### src/phy_fic_pkg.sv
package phy_fic_pkg;

   // Register port widths
   localparam int ADDR_W = 6;
   localparam int DATA_W = 8;

   // Register offsets
   localparam logic [ADDR_W-1:0] ADDR_FUNC_CTRL = 6'h04;
   localparam logic [ADDR_W-1:0] ADDR_FC_SET = 6'h05;
   localparam logic [ADDR_W-1:0] ADDR_FC_CLR = 6'h06;
   localparam logic [ADDR_W-1:0] ADDR_IFC_CTRL = 6'h07;

   // Function control layout
   localparam int FC_RSVD_BIT = 7;
   localparam int FC_LP_BIT = 6;
   localparam int FC_RESTART_BIT = 5;
   localparam int FC_DRIVE_HI = 4;
   localparam int FC_DRIVE_LO = 3;
   localparam int FC_TERM_BIT = 2;
   localparam int FC_SPEED_HI = 1;
   localparam int FC_SPEED_LO = 0;
   localparam logic [DATA_W-1:0] FC_RESET = 8'h41;
   localparam logic [DATA_W-1:0] FC_WMASK = 8'h7f;

   // Interface control layout, only the upper three bits live here
   localparam int IFC_GUARD_OFF_BIT = 7;
   localparam int IFC_UNQUAL_BIT = 6;
   localparam int IFC_INVERT_BIT = 5;
   localparam logic [DATA_W-1:0] IFC_RESET = 8'h00;
   localparam logic [DATA_W-1:0] IFC_WMASK = 8'he0;

   // Answer to an unmapped read
   localparam logic [DATA_W-1:0] RDATA_NONE = 8'h00;

   // Transceiver restart timing
   localparam int CLK_PERIOD_NS = 25;
   localparam int RESTART_NS = 250;
   localparam int RESTART_CYCLES = (RESTART_NS + CLK_PERIOD_NS - 1) / CLK_PERIOD_NS;
   localparam int CNT_W = 8;
   localparam logic [CNT_W-1:0] CNT_ZERO = 8'h00;
   localparam logic [CNT_W-1:0] CNT_ONE = 8'h01;
   localparam logic [CNT_W-1:0] RESTART_LOAD = CNT_W'(RESTART_CYCLES - 1);

   // Register access request from the link side
   typedef struct packed {
      logic wr;
      logic rd;
      logic [ADDR_W-1:0] addr;
      logic [DATA_W-1:0] wdata;
   } reg_req_t;

   // Register read answer
   typedef struct packed {
      logic valid;
      logic [DATA_W-1:0] data;
   } reg_rsp_t;

   // Restart sequencer states
   typedef enum logic [3:0] {
      SEQ_IDLE = 4'h1,
      SEQ_RESTART = 4'h2,
      SEQ_GAP = 4'h4,
      SEQ_UPDATE = 4'h8
   } seq_t;

endpackage : phy_fic_pkg

### src/vbus_indicator_qual.sv
`timescale 1ns/10ps
module vbus_indicator_qual (
   // Clock and reset
   input wire logic mclk,
   input wire logic reset,
   // Pin and comparator
   input wire logic external_supply_indicator_in,
   input wire logic vbus_valid_cmp,
   // Configuration
   input wire logic indicator_invert,
   input wire logic indicator_unqualified,
   // Result
   output logic vbus_state
);

   typedef struct packed {
      logic [2:0] sync;
      logic stable;
      logic vbus;
   } qual_state_t;

   qual_state_t s_ff;
   qual_state_t nxt_s;

   // Pin passes three flops; a change counts only once the last two agree
   always_comb begin
      nxt_s = s_ff;
      nxt_s.sync = {s_ff.sync[1:0], external_supply_indicator_in};
      if (s_ff.sync[1] == s_ff.sync[2]) begin
         nxt_s.stable = s_ff.sync[2];
      end
      if (indicator_unqualified) begin
         nxt_s.vbus = s_ff.stable ^ indicator_invert;
      end else begin
         nxt_s.vbus = (s_ff.stable ^ indicator_invert) & vbus_valid_cmp;
      end
   end

   // State register
   always_ff @(posedge mclk or posedge reset) begin
      if (reset) begin
         s_ff <= '0;
      end else begin
         s_ff <= nxt_s;
      end
   end

   assign vbus_state = s_ff.vbus;

endmodule : vbus_indicator_qual

### src/phy_function_interface_ctrl_regs.sv
`timescale 1ns/10ps
// What this block does
// Set alias reads byte, ones set bits
// Clear alias reads byte, ones clear bits
// Aliases share function control bit layout
// Interface control read-write at offset seven
// Bit seven disables pin guard, resets zero
// Bit six bypasses comparator qualification
// Bit five inverts external supply indicator
// Function control byte stored at offset four
// Restart: DIR high, clear, RX CMD update
// Low power exit sets request bit again
// Reserved bit seven never written, reads zero
module phy_function_interface_ctrl_regs (
   // Clock and reset
   input wire logic mclk,
   input wire logic reset,
   // Register access
   input wire phy_fic_pkg::reg_req_t reg_req,
   output phy_fic_pkg::reg_rsp_t reg_rsp,
   // Transceiver events and pins
   input wire logic low_power_exit,
   input wire logic external_supply_indicator_in,
   input wire logic vbus_valid_cmp,
   // Function settings
   output logic low_power_request_n,
   output logic transceiver_restart,
   output logic [1:0] line_drive_style,
   output logic termination_choice,
   output logic [1:0] speed_choice,
   // Interface features
   output logic port_guard_off,
   output logic vbus_state,
   // Bus turnaround and status update
   output logic dir,
   output logic rxcmd_update
);

   localparam int RST_LEN = phy_fic_pkg::RESTART_CYCLES;

   typedef struct packed {
      phy_fic_pkg::seq_t seq;
      logic [phy_fic_pkg::CNT_W-1:0] cnt;
      logic [phy_fic_pkg::DATA_W-1:0] fc;
      logic [phy_fic_pkg::DATA_W-1:0] ifc;
      phy_fic_pkg::reg_rsp_t rsp;
      logic dir;
      logic core_reset;
      logic rxcmd_upd;
   } regs_state_t;

   regs_state_t s_ff;
   regs_state_t nxt_s;
   logic wr_fc;
   logic wr_set;
   logic wr_clr;
   logic wr_ifc;
   logic sw_set_restart;

   // Any of the three function control addresses
   function automatic logic is_fc_addr(input logic [phy_fic_pkg::ADDR_W-1:0] a);
      is_fc_addr = (a == phy_fic_pkg::ADDR_FUNC_CTRL) || (a == phy_fic_pkg::ADDR_FC_SET) ||
                   (a == phy_fic_pkg::ADDR_FC_CLR);
   endfunction : is_fc_addr

   // Write decode
   assign wr_fc = reg_req.wr && (reg_req.addr == phy_fic_pkg::ADDR_FUNC_CTRL);
   assign wr_set = reg_req.wr && (reg_req.addr == phy_fic_pkg::ADDR_FC_SET);
   assign wr_clr = reg_req.wr && (reg_req.addr == phy_fic_pkg::ADDR_FC_CLR);
   assign wr_ifc = reg_req.wr && (reg_req.addr == phy_fic_pkg::ADDR_IFC_CTRL);
   assign sw_set_restart = (wr_fc || wr_set) && reg_req.wdata[phy_fic_pkg::FC_RESTART_BIT];

   // Register writes, read answer and restart sequencing
   always_comb begin
      nxt_s = s_ff;
      nxt_s.rxcmd_upd = 1'b0;
      // Software writes go first so that low power exit below wins; a software restart set beats the self clear
      if (wr_fc) begin
         nxt_s.fc = reg_req.wdata & phy_fic_pkg::FC_WMASK;
      end
      if (wr_set) begin
         nxt_s.fc = s_ff.fc | (reg_req.wdata & phy_fic_pkg::FC_WMASK);
      end
      if (wr_clr) begin
         nxt_s.fc = s_ff.fc & ~(reg_req.wdata & phy_fic_pkg::FC_WMASK);
      end
      if (wr_ifc) begin
         nxt_s.ifc = reg_req.wdata & phy_fic_pkg::IFC_WMASK;
      end
      // Aliases read the shared byte; old value if written in the same cycle
      nxt_s.rsp.valid = reg_req.rd;
      if (!reg_req.rd) begin
         nxt_s.rsp.data = s_ff.rsp.data;
      end else if (is_fc_addr(reg_req.addr)) begin
         nxt_s.rsp.data = s_ff.fc;
      end else if (reg_req.addr == phy_fic_pkg::ADDR_IFC_CTRL) begin
         nxt_s.rsp.data = s_ff.ifc;
      end else begin
         nxt_s.rsp.data = phy_fic_pkg::RDATA_NONE;
      end
      // Restart sequencer; registers are left alone apart from the bit
      case (s_ff.seq)
         phy_fic_pkg::SEQ_IDLE: begin
            if (s_ff.fc[phy_fic_pkg::FC_RESTART_BIT]) begin
               nxt_s.seq = phy_fic_pkg::SEQ_RESTART;
               nxt_s.cnt = phy_fic_pkg::RESTART_LOAD;
               nxt_s.dir = 1'b1;
               nxt_s.core_reset = 1'b1;
            end
         end
         phy_fic_pkg::SEQ_RESTART: begin
            if (s_ff.cnt != phy_fic_pkg::CNT_ZERO) begin
               nxt_s.cnt = s_ff.cnt - phy_fic_pkg::CNT_ONE;
            end else begin
               nxt_s.seq = phy_fic_pkg::SEQ_GAP;
               nxt_s.dir = 1'b0;
               nxt_s.core_reset = 1'b0;
               // A software set in this same cycle wins over the self clear
               if (!sw_set_restart) begin
                  nxt_s.fc[phy_fic_pkg::FC_RESTART_BIT] = 1'b0;
               end
            end
         end
         phy_fic_pkg::SEQ_GAP: begin
            nxt_s.seq = phy_fic_pkg::SEQ_UPDATE;
            nxt_s.dir = 1'b1;
            nxt_s.rxcmd_upd = 1'b1;
         end
         phy_fic_pkg::SEQ_UPDATE: begin
            nxt_s.seq = phy_fic_pkg::SEQ_IDLE;
            nxt_s.dir = 1'b0;
         end
         default: begin
            nxt_s.seq = phy_fic_pkg::SEQ_IDLE;
            nxt_s.dir = 1'b0;
            nxt_s.core_reset = 1'b0;
         end
      endcase
      // Leaving low power always restores the request bit, over a clear
      if (low_power_exit) begin
         nxt_s.fc[phy_fic_pkg::FC_LP_BIT] = 1'b1;
      end
   end

   // State register
   always_ff @(posedge mclk or posedge reset) begin
      if (reset) begin
         s_ff.seq <= phy_fic_pkg::SEQ_IDLE;
         s_ff.cnt <= phy_fic_pkg::CNT_ZERO;
         s_ff.fc <= phy_fic_pkg::FC_RESET;
         s_ff.ifc <= phy_fic_pkg::IFC_RESET;
         s_ff.rsp <= '0;
         s_ff.dir <= 1'b0;
         s_ff.core_reset <= 1'b0;
         s_ff.rxcmd_upd <= 1'b0;
      end else begin
         s_ff <= nxt_s;
      end
   end

   // Supply indicator path, registered inside
   vbus_indicator_qual u_vbus_qual (
      .mclk(mclk),
      .reset(reset),
      .external_supply_indicator_in(external_supply_indicator_in),
      .vbus_valid_cmp(vbus_valid_cmp),
      .indicator_invert(s_ff.ifc[phy_fic_pkg::IFC_INVERT_BIT]),
      .indicator_unqualified(s_ff.ifc[phy_fic_pkg::IFC_UNQUAL_BIT]),
      .vbus_state(vbus_state)
   );

   // Outputs straight from state flops
   assign reg_rsp = s_ff.rsp;
   assign low_power_request_n = s_ff.fc[phy_fic_pkg::FC_LP_BIT];
   assign transceiver_restart = s_ff.core_reset;
   assign line_drive_style = s_ff.fc[phy_fic_pkg::FC_DRIVE_HI:phy_fic_pkg::FC_DRIVE_LO];
   assign termination_choice = s_ff.fc[phy_fic_pkg::FC_TERM_BIT];
   assign speed_choice = s_ff.fc[phy_fic_pkg::FC_SPEED_HI:phy_fic_pkg::FC_SPEED_LO];
   assign port_guard_off = s_ff.ifc[phy_fic_pkg::IFC_GUARD_OFF_BIT];
   assign dir = s_ff.dir;
   assign rxcmd_update = s_ff.rxcmd_upd;

   // Set alias: every written one except reserved bit seven is present afterwards
   a_set_alias_sets: assert property (@(posedge mclk) disable iff (reset)
      wr_set |=> ((s_ff.fc & $past(reg_req.wdata) & phy_fic_pkg::FC_WMASK) ==
                  ($past(reg_req.wdata) & phy_fic_pkg::FC_WMASK)))
      else $error("set alias left a bit clear");

   // Clear alias: written ones are gone unless low power exit restores bit six
   a_clear_alias_clears: assert property (@(posedge mclk) disable iff (reset)
      wr_clr && !low_power_exit |=>
         ((s_ff.fc & $past(reg_req.wdata)) == 8'h00))
      else $error("clear alias left a bit set");

   // Reserved bit always zero
   a_rsvd_reads_zero: assert property (@(posedge mclk) disable iff (reset)
      reg_rsp.valid |-> (!s_ff.fc[phy_fic_pkg::FC_RSVD_BIT] &&
                          !reg_rsp.data[phy_fic_pkg::FC_RSVD_BIT] ||
                          $past(reg_req.addr) == phy_fic_pkg::ADDR_IFC_CTRL))
      else $error("reserved bit seen set");

   // Aliases and base read the same stored byte one cycle later
   a_alias_read_data: assert property (@(posedge mclk) disable iff (reset)
      reg_req.rd && is_fc_addr(reg_req.addr) |=> reg_rsp.valid &&
         (reg_rsp.data == $past(s_ff.fc)))
      else $error("function control read mismatch");

   // Interface control write stores upper bits only
   a_ifc_write: assert property (@(posedge mclk) disable iff (reset)
      wr_ifc |=> (s_ff.ifc == ($past(reg_req.wdata) & phy_fic_pkg::IFC_WMASK)) &&
         (port_guard_off == $past(reg_req.wdata[phy_fic_pkg::IFC_GUARD_OFF_BIT])))
      else $error("interface control write lost");

   // Restart: DIR high at the start, gap RST_LEN cycles later, then one update cycle
   a_restart_sequence: assert property (@(posedge mclk) disable iff (reset)
      $rose(transceiver_restart) |-> dir ##RST_LEN (!dir && !transceiver_restart)
         ##1 (dir && rxcmd_update) ##1 (!dir && !rxcmd_update))
      else $error("restart sequence out of step");

   // Restart bit is cleared by the device at completion
   a_restart_self_clear: assert property (@(posedge mclk) disable iff (reset)
      $fell(transceiver_restart) && !$past(sw_set_restart) |->
         !s_ff.fc[phy_fic_pkg::FC_RESTART_BIT])
      else $error("restart bit not cleared");

   // Low power exit forces the request bit high
   a_lp_exit_sets: assert property (@(posedge mclk) disable iff (reset)
      low_power_exit |=> low_power_request_n)
      else $error("low power request not restored");

endmodule : phy_function_interface_ctrl_regs

### config.mk
export PLATFORM = sky130hd
export DESIGN_NAME = phy_function_interface_ctrl_regs
export DESIGN_NICKNAME = d
export VERILOG_FILES = /design/src/phy_fic_pkg.sv /design/src/vbus_indicator_qual.sv /design/src/phy_function_interface_ctrl_regs.sv
export SDC_FILE = /design/constraint.sdc
export NUM_CORES = 1
export LEC_CHECK = 0
export ABC_AREA = 1
export BUFFER_PORTS_ARGS = -buffer_cell sky130_fd_sc_hd__buf_2
export CAP_MARGIN = 10
export CORE_ASPECT_RATIO = 0.9
export CORE_MARGIN = 8
export CORE_UTILIZATION = 45
export CTS_CLUSTER_SIZE = 40
export DETAILED_ROUTE_END_ITERATION = 10
export PLACE_DENSITY = 0.7
export REMOVE_ABC_BUFFERS = 1
export SLEW_MARGIN = 20
export SYNTH_ARGS = -nofsm -noshare
export SYNTH_HDL_FRONTEND = slang
export SYNTH_SLANG_ARGS = --single-unit
### constraint.sdc
create_clock -name mclk -period 1.35 [get_ports mclk]
set_input_delay 0.0675 -clock mclk [delete_from_list [all_inputs] [get_ports mclk]]
set_output_delay 0.0675 -clock mclk [all_outputs]
set_load 0.02 [all_outputs]
# --- Yosys cells after proc, flatten, opt, wreduce, memory -nomap -nowiden ---
# Index checks and enable logic that the tools add are counted.
# W data, S select, Z words.
op_classes:
  n_reduce_logical: 16
  addsub: 1
  eq_ne: 12
  mux: 20
  bitwise_logic: 6
ops:
  columns: ["operator", "n"]
  rows:
  - ["$mux W8", 6]
  - ["$eq A6 B3 Y1 const B", 4]
  - ["$pmux W8 S2", 1]
  - ["$mux W12", 1]
  - ["$pmux W4 S3", 1]
  - ["$and A8 B8 Y8", 1]
  - ["$not A7 Y8", 1]
  - ["$or A8 B7 Y8", 1]
  - ["$reduce_bool A8 Y1", 1]
  - ["$sub A8 B1 Y8 const B", 1]
  - ["$mux W1", 6]
  - ["$ne A2 B2 Y1 const B", 3]
  - ["$pmux W1 S3", 2]
  - ["$reduce_and A3 Y1", 2]
  - ["$logic_and A1 B1 Y1", 5]
  - ["$eq A4 B1 Y1 const B", 1]
  - ["$eq A4 B2 Y1 const B", 1]
  - ["$eq A4 B3 Y1 const B", 1]
  - ["$eq A4 B4 Y1 const B", 1]
  - ["$mux W2", 2]
  - ["$mux W4", 1]
  - ["$reduce_bool A4 Y1", 1]
  - ["$logic_or A1 B1 Y1", 3]
  - ["$reduce_bool A3 Y1", 1]
  - ["other kinds (7)", 7]
totals:
  word_cells: 69
  out_inout_bits: 20
  regBits: 40

# --- Logic depth before layout (Yosys ltp) ---
depth:
  ltp_word: 8
  ltp_mapped: 9
  depth_no_buf: 9

# --- By module ---
# From an unflattened synthesis, not the netlist that was laid out.
unflattened:
  cells_unflattened: 253
  hier_area_um2: 2038.2
by_module_without_submodules:
  columns: ["mod", "seq_area_each_um2", "area_each_um2", "cells_each", "instances"]
  rows:
  - ["phy_function_interface_ctrl_regs", 854.6, 1849.3, 234, 1]
  - ["vbus_indicator_qual", 125.1, 188.9, 19, 1]

# --- Worst setup path before layout ---
# No wires, ideal clock.
synth_timing:
  path_kind: "reg2reg"
  startpoint: "register s_ff[28] (netlist bit)"
  endpoint: "register s_ff (netlist bit transceiver_restart)"
  n_path_buf: 0
  synth_period_minus_slack_ns: 1.285
  path_stages_with_launch: 8
  arrival_time_ns: 1.165
  setup_slack_ns: 0.065
  path_cell_list: "dfrtp_1 > inv_1 > ha_1 > nand2_1 > o21ai_4 > nand2_2 > o21ai_1 > nand2_1"
synth_via:
  elab_chain_cells: 3
synth_rtl:
  columns: ["element", "line_no", "source"]
  rows:
  - ["start, declared", "phy_function_interface_ctrl_regs.sv:52", "regs_state_t s_ff;"]
  - ["start signal, assigned", "phy_function_interface_ctrl_regs.sv:157", "s_ff <= nxt_s;"]
  - ["$reduce_bool A8 Y1", "phy_function_interface_ctrl_regs.sv:112", "if (s_ff.cnt != phy_fic_pkg::CNT_ZERO) begin"]
  - ["$ne A2 B2 Y1 (no source line)", null, null]
  - ["$reduce_and A3 Y1 (no source line)", null, null]
# Every way passes these cells.
# A chain may end at the register's enable or synchronous reset.

# --- Worst setup path after layout ---
layout_timing:
  startpoint: "register s_ff[29] (netlist bit)"
  endpoint: "register s_ff[30] (netlist bit)"
layout_via:
  elab_chain_cells: 3
  word_cells_on_any_way: 6
  classes_between: "add/sub (1); eq/ne (1); mux (2); reduce/logical (2)"
layout_rtl:
  columns: ["element", "line_no"]
  rows:
  - ["$sub A8 B1 Y8 / $reduce_bool A8 Y1 (equally long branches)", "phy_function_interface_ctrl_regs.sv:113, phy_function_interface_ctrl_regs.sv:112"]
  - ["$mux W8 / $ne A2 B2 Y1 (equally long branches)", null]
  - ["$pmux W8 S2 / $reduce_and A3 Y1 (equally long branches)", null]
# Several ways; a longest one is shown, not always the timed one. The select of a mux whose other input is x is not followed.

==> metrics.cfg <==
[route]
antenna_left = 0
drt-wirelength-per-cell_um = 12.7
vias = 1769
drt-total-wl_um = 4690
initialDrtViolationCount = 97
vias_per_cell = 4.78
drc = 0
dr.pass1.iters = 4

[sta]
rsz0062_at_grt = true
slew_headroom_pct = 68.1
setup_violations = 0
period_needed_ps = 1310
tightest_slew_ps = 479
fin_tns_setup_ps = 0
timing.final.max_slew_violations = 0
fin_skew_ps = 6.33
period_share_pct = 97.2
fmax_mhz = 762
finalHoldViolCount = 0

[clock_network]
clkSinkCount = 39
h-tree-depth = 2
cts_tree = done
worstSkewPairLatency_ps = 300
cts_root_buffer = clkbuf_8
cts_buffers = 5
cts_buffer_depth = 2
clkTransAtPathRegs_ps = 80

[floorplanning]
fp.dieArea_mm2 = 0.00699
core-area_mm2 = 0.00443
die_x_um = 87.2
die_h_um = 80.1
start_util_pct = 46.4
fp-row-count = 23
ios = 41

[layout]
utilization_pct = 57.6
finalNetCount = 330
design_area_mm2 = 0.00255
area_growth_pct = 24.1
drive_gt1_share_pct = 31.2
n_antenna_cell = 0

[critical_path]
required_ps = 1540
worstPathBufferInverterCount = 1
cp_slowest_cell = dfrtp_1
setup.worst_path.class = register to register
path_max_fanout = 6
critPathTopFamily = flip-flops
worstSetupStartpointType = register
path_cells = inv_2 > ha_4 > nand2_4 > o21ai_4 > nand2_4 > nand3_1 > nand2_1
crit_path_frequent_cell = nand2_4
arrival_ps = 1510
cp-end-kind = register
slowest_delay_ps = 410

[synthesis]
synth_area_mm2 = 0.00206
synth-edff-count = 0
synth.area.top_cells = dfrtp_1 (44%), nand2_1 (15%), nand3_1 (4.9%), buf_4 (4.7%), nor2_1 (4.6%)
ys_seq_elements = 39
syn_inst = 258
synth_compound_area_share_pct = 6.51
avgSynthCellArea_um2 = 7.97
muxShareOfSynthArea_pct = 0
synth_top_family_by_area = simple AND/OR/NAND/NOR gates
synth_xor_area_share_pct = 0.426
synth_cell_type_count = 34
synth_top_area_share_pct = 43.8
yosys.area_share.simple_pct = 33.6
yosys.area.top_type = dfrtp_1
synthFlopType = dfrtp_1
yosys.area_share.adder_pct = 1.70
postSynth.asyncResetShare_pct = 100
yosysSeqAreaShare_pct = 47.7
yosys_warnings = 0

[global_route]
overflow = 0
track_usage_pct = 14.1
grt_pass1_vias = 1706
antenna_found_initial = 0
grt_max_degree = 40
grt_pass1_wl_um = 7780

[placed_design]
io_buffer_count = 40
placed_cell_area_mm2 = 0.00230
place.gp.congestion = 0.845
place_hpwl_um = 3350

[pwr]
power.density_mw_per_mm2 = 1730
leakagePower_nw = 1.32
max-vdd-ir-drop_mv = 0.631

[run]
maxCapViolations = 0

[min_path]
min_path_type = input pin to register

[status]
status = complete, no violations

==> power by group <==
group / total [W] / switching [W] / internal [W]
logic: 0.00182 / 0.00111 / 0.000708
clock network: 0.000996 / 0.000446 / 0.000551
registers: 0.00159 / 0.000204 / 0.00138
==> synth_stat cells (4+ instances only) <==
| library cell | number |
|---|---|
| buf_4 | 13 |
| nand2_1 | 83 |
| inv_2 | 9 |
| o211ai_1 | 5 |
| nor2_1 | 25 |
| nand3_1 | 20 |
| inv_1 | 17 |
| dfrtp_1 | 36 |
| nor2_2 | 4 |
| nand4_1 | 9 |
==> flip-flops by register name, summed over array words and instances (netlist names) <==
signal and cells:
u_vbus_qual.vbus_state 1, dir 1, port_guard_off 1, low_power_request_n 1, line_drive_style 2, u_vbus_qual.s_ff 2, speed_choice 2, transceiver_restart 1
rxcmd_update 1, u_vbus_qual.nxt_s 2, s_ff 15, termination_choice 1, reg_rsp 9
==> layer usage <==
metal	wire length, um	vias up	global-route usage (%)
met5	0	-	0
met4	74	0	5.83
met3	278	7	4.08
met2	2120	54	21.4
met1	2220	797	18.4
li1	-	911	-
==> kinds of logic after synthesis <==
kind of cell	after synthesis
fa+ha+maj	3
simple gates	154
buf+inv	42
flops	39
compound gates	19
xor+xnor	1
==> worst register-to-register path: cells and delay by family (launching register included) <==
| kind | cells | cell delay (ps) |
|---|---|---|
| flops | 1 | 410 |
| buf+inv | 1 | 100 |
| compound gates | 1 | 210 |
| simple gates | 4 | 350 |
| fa+ha+maj | 1 | 140 |
==> stage by stage <==
stage	instances	hold slack [ps]	power, W	setup WS [ps]
2_1_floorplan	243	98.9	0.00266	65.0
3_3_place_gp	355	177	0.00310	59.0
3_5_place_dp	355	177	0.00313	18.5
4_1_cts	368	10.7	0.00416	10.1
5_1_grt	370	46.4	0.00472	-52.6
6_report	370	14.5	0.00441	37.3
==> timing repair <==
action / in CTS / in global routing
endpoints found under the hold margin: 40 / 0
hold buffers: 5 / 0
pin swaps: 2 / 3
buffers inserted: 0 / 2
setup endpoints to repair: 8 / 10
gates resized for setup: 2 / 16
==> layout make-up <==
type / count / area (um2)
repair buffers: 57 / 340
well taps: 62 / 77.6
fillers: 433 / 1880
inverters: 27 / 104
clock buffers: 5 / 68.8
clock inverters: 3 / 43.8
flip-flops and latches: 39 / 982
multi-input cells: 177 / 935
==> path summary, 6_finish.rpt <==
path	startpoint	cells after the start	slack, ps	to
max in group asynchronous	reset	4	570	s_ff[39]$_DFFE_PP0P_
min in group asynchronous	reset	4	410	s_ff[33]$_DFFE_PP0P_
worst min-delay path	vbus_valid_cmp	3	10	u_vbus_qual.vbus_state$_DFF_PP0_
worst max register to register	s_ff[29]$_DFFE_PP0P_	7	40	s_ff[30]$_DFFE_PP0P_
worst max-delay path	s_ff[29]$_DFFE_PP0P_	7	40	s_ff[30]$_DFFE_PP0P_
worst min register to register	u_vbus_qual.nxt_s[3]$_DFF_PP0_	0	360	u_vbus_qual.nxt_s[4]$_DFF_PP0_
==> cells in the final DEF, fill, tap and decap left out, types with 2 or more instances in the layout <==
cell type	n
dfrtp_2	2
nand2_4	2
buf_4	12
ha_4	2
a21oi_1	2
nor3_1	2
o211ai_1	5
nand4_1	9
a31oi_1	2
dlygate4sd3_1	5
nand2_2	3
inv_2	10
clkbuf_8	5
dfstp_2	3
nor2_1	22
inv_1	15
nand2_1	82
buf_2	40
nor2_4	4
nor2_2	5
dfrtp_1	34
o21ai_1	3
o21bai_1	2
nand3_1	20
Power figures use the tool's default switching activity.
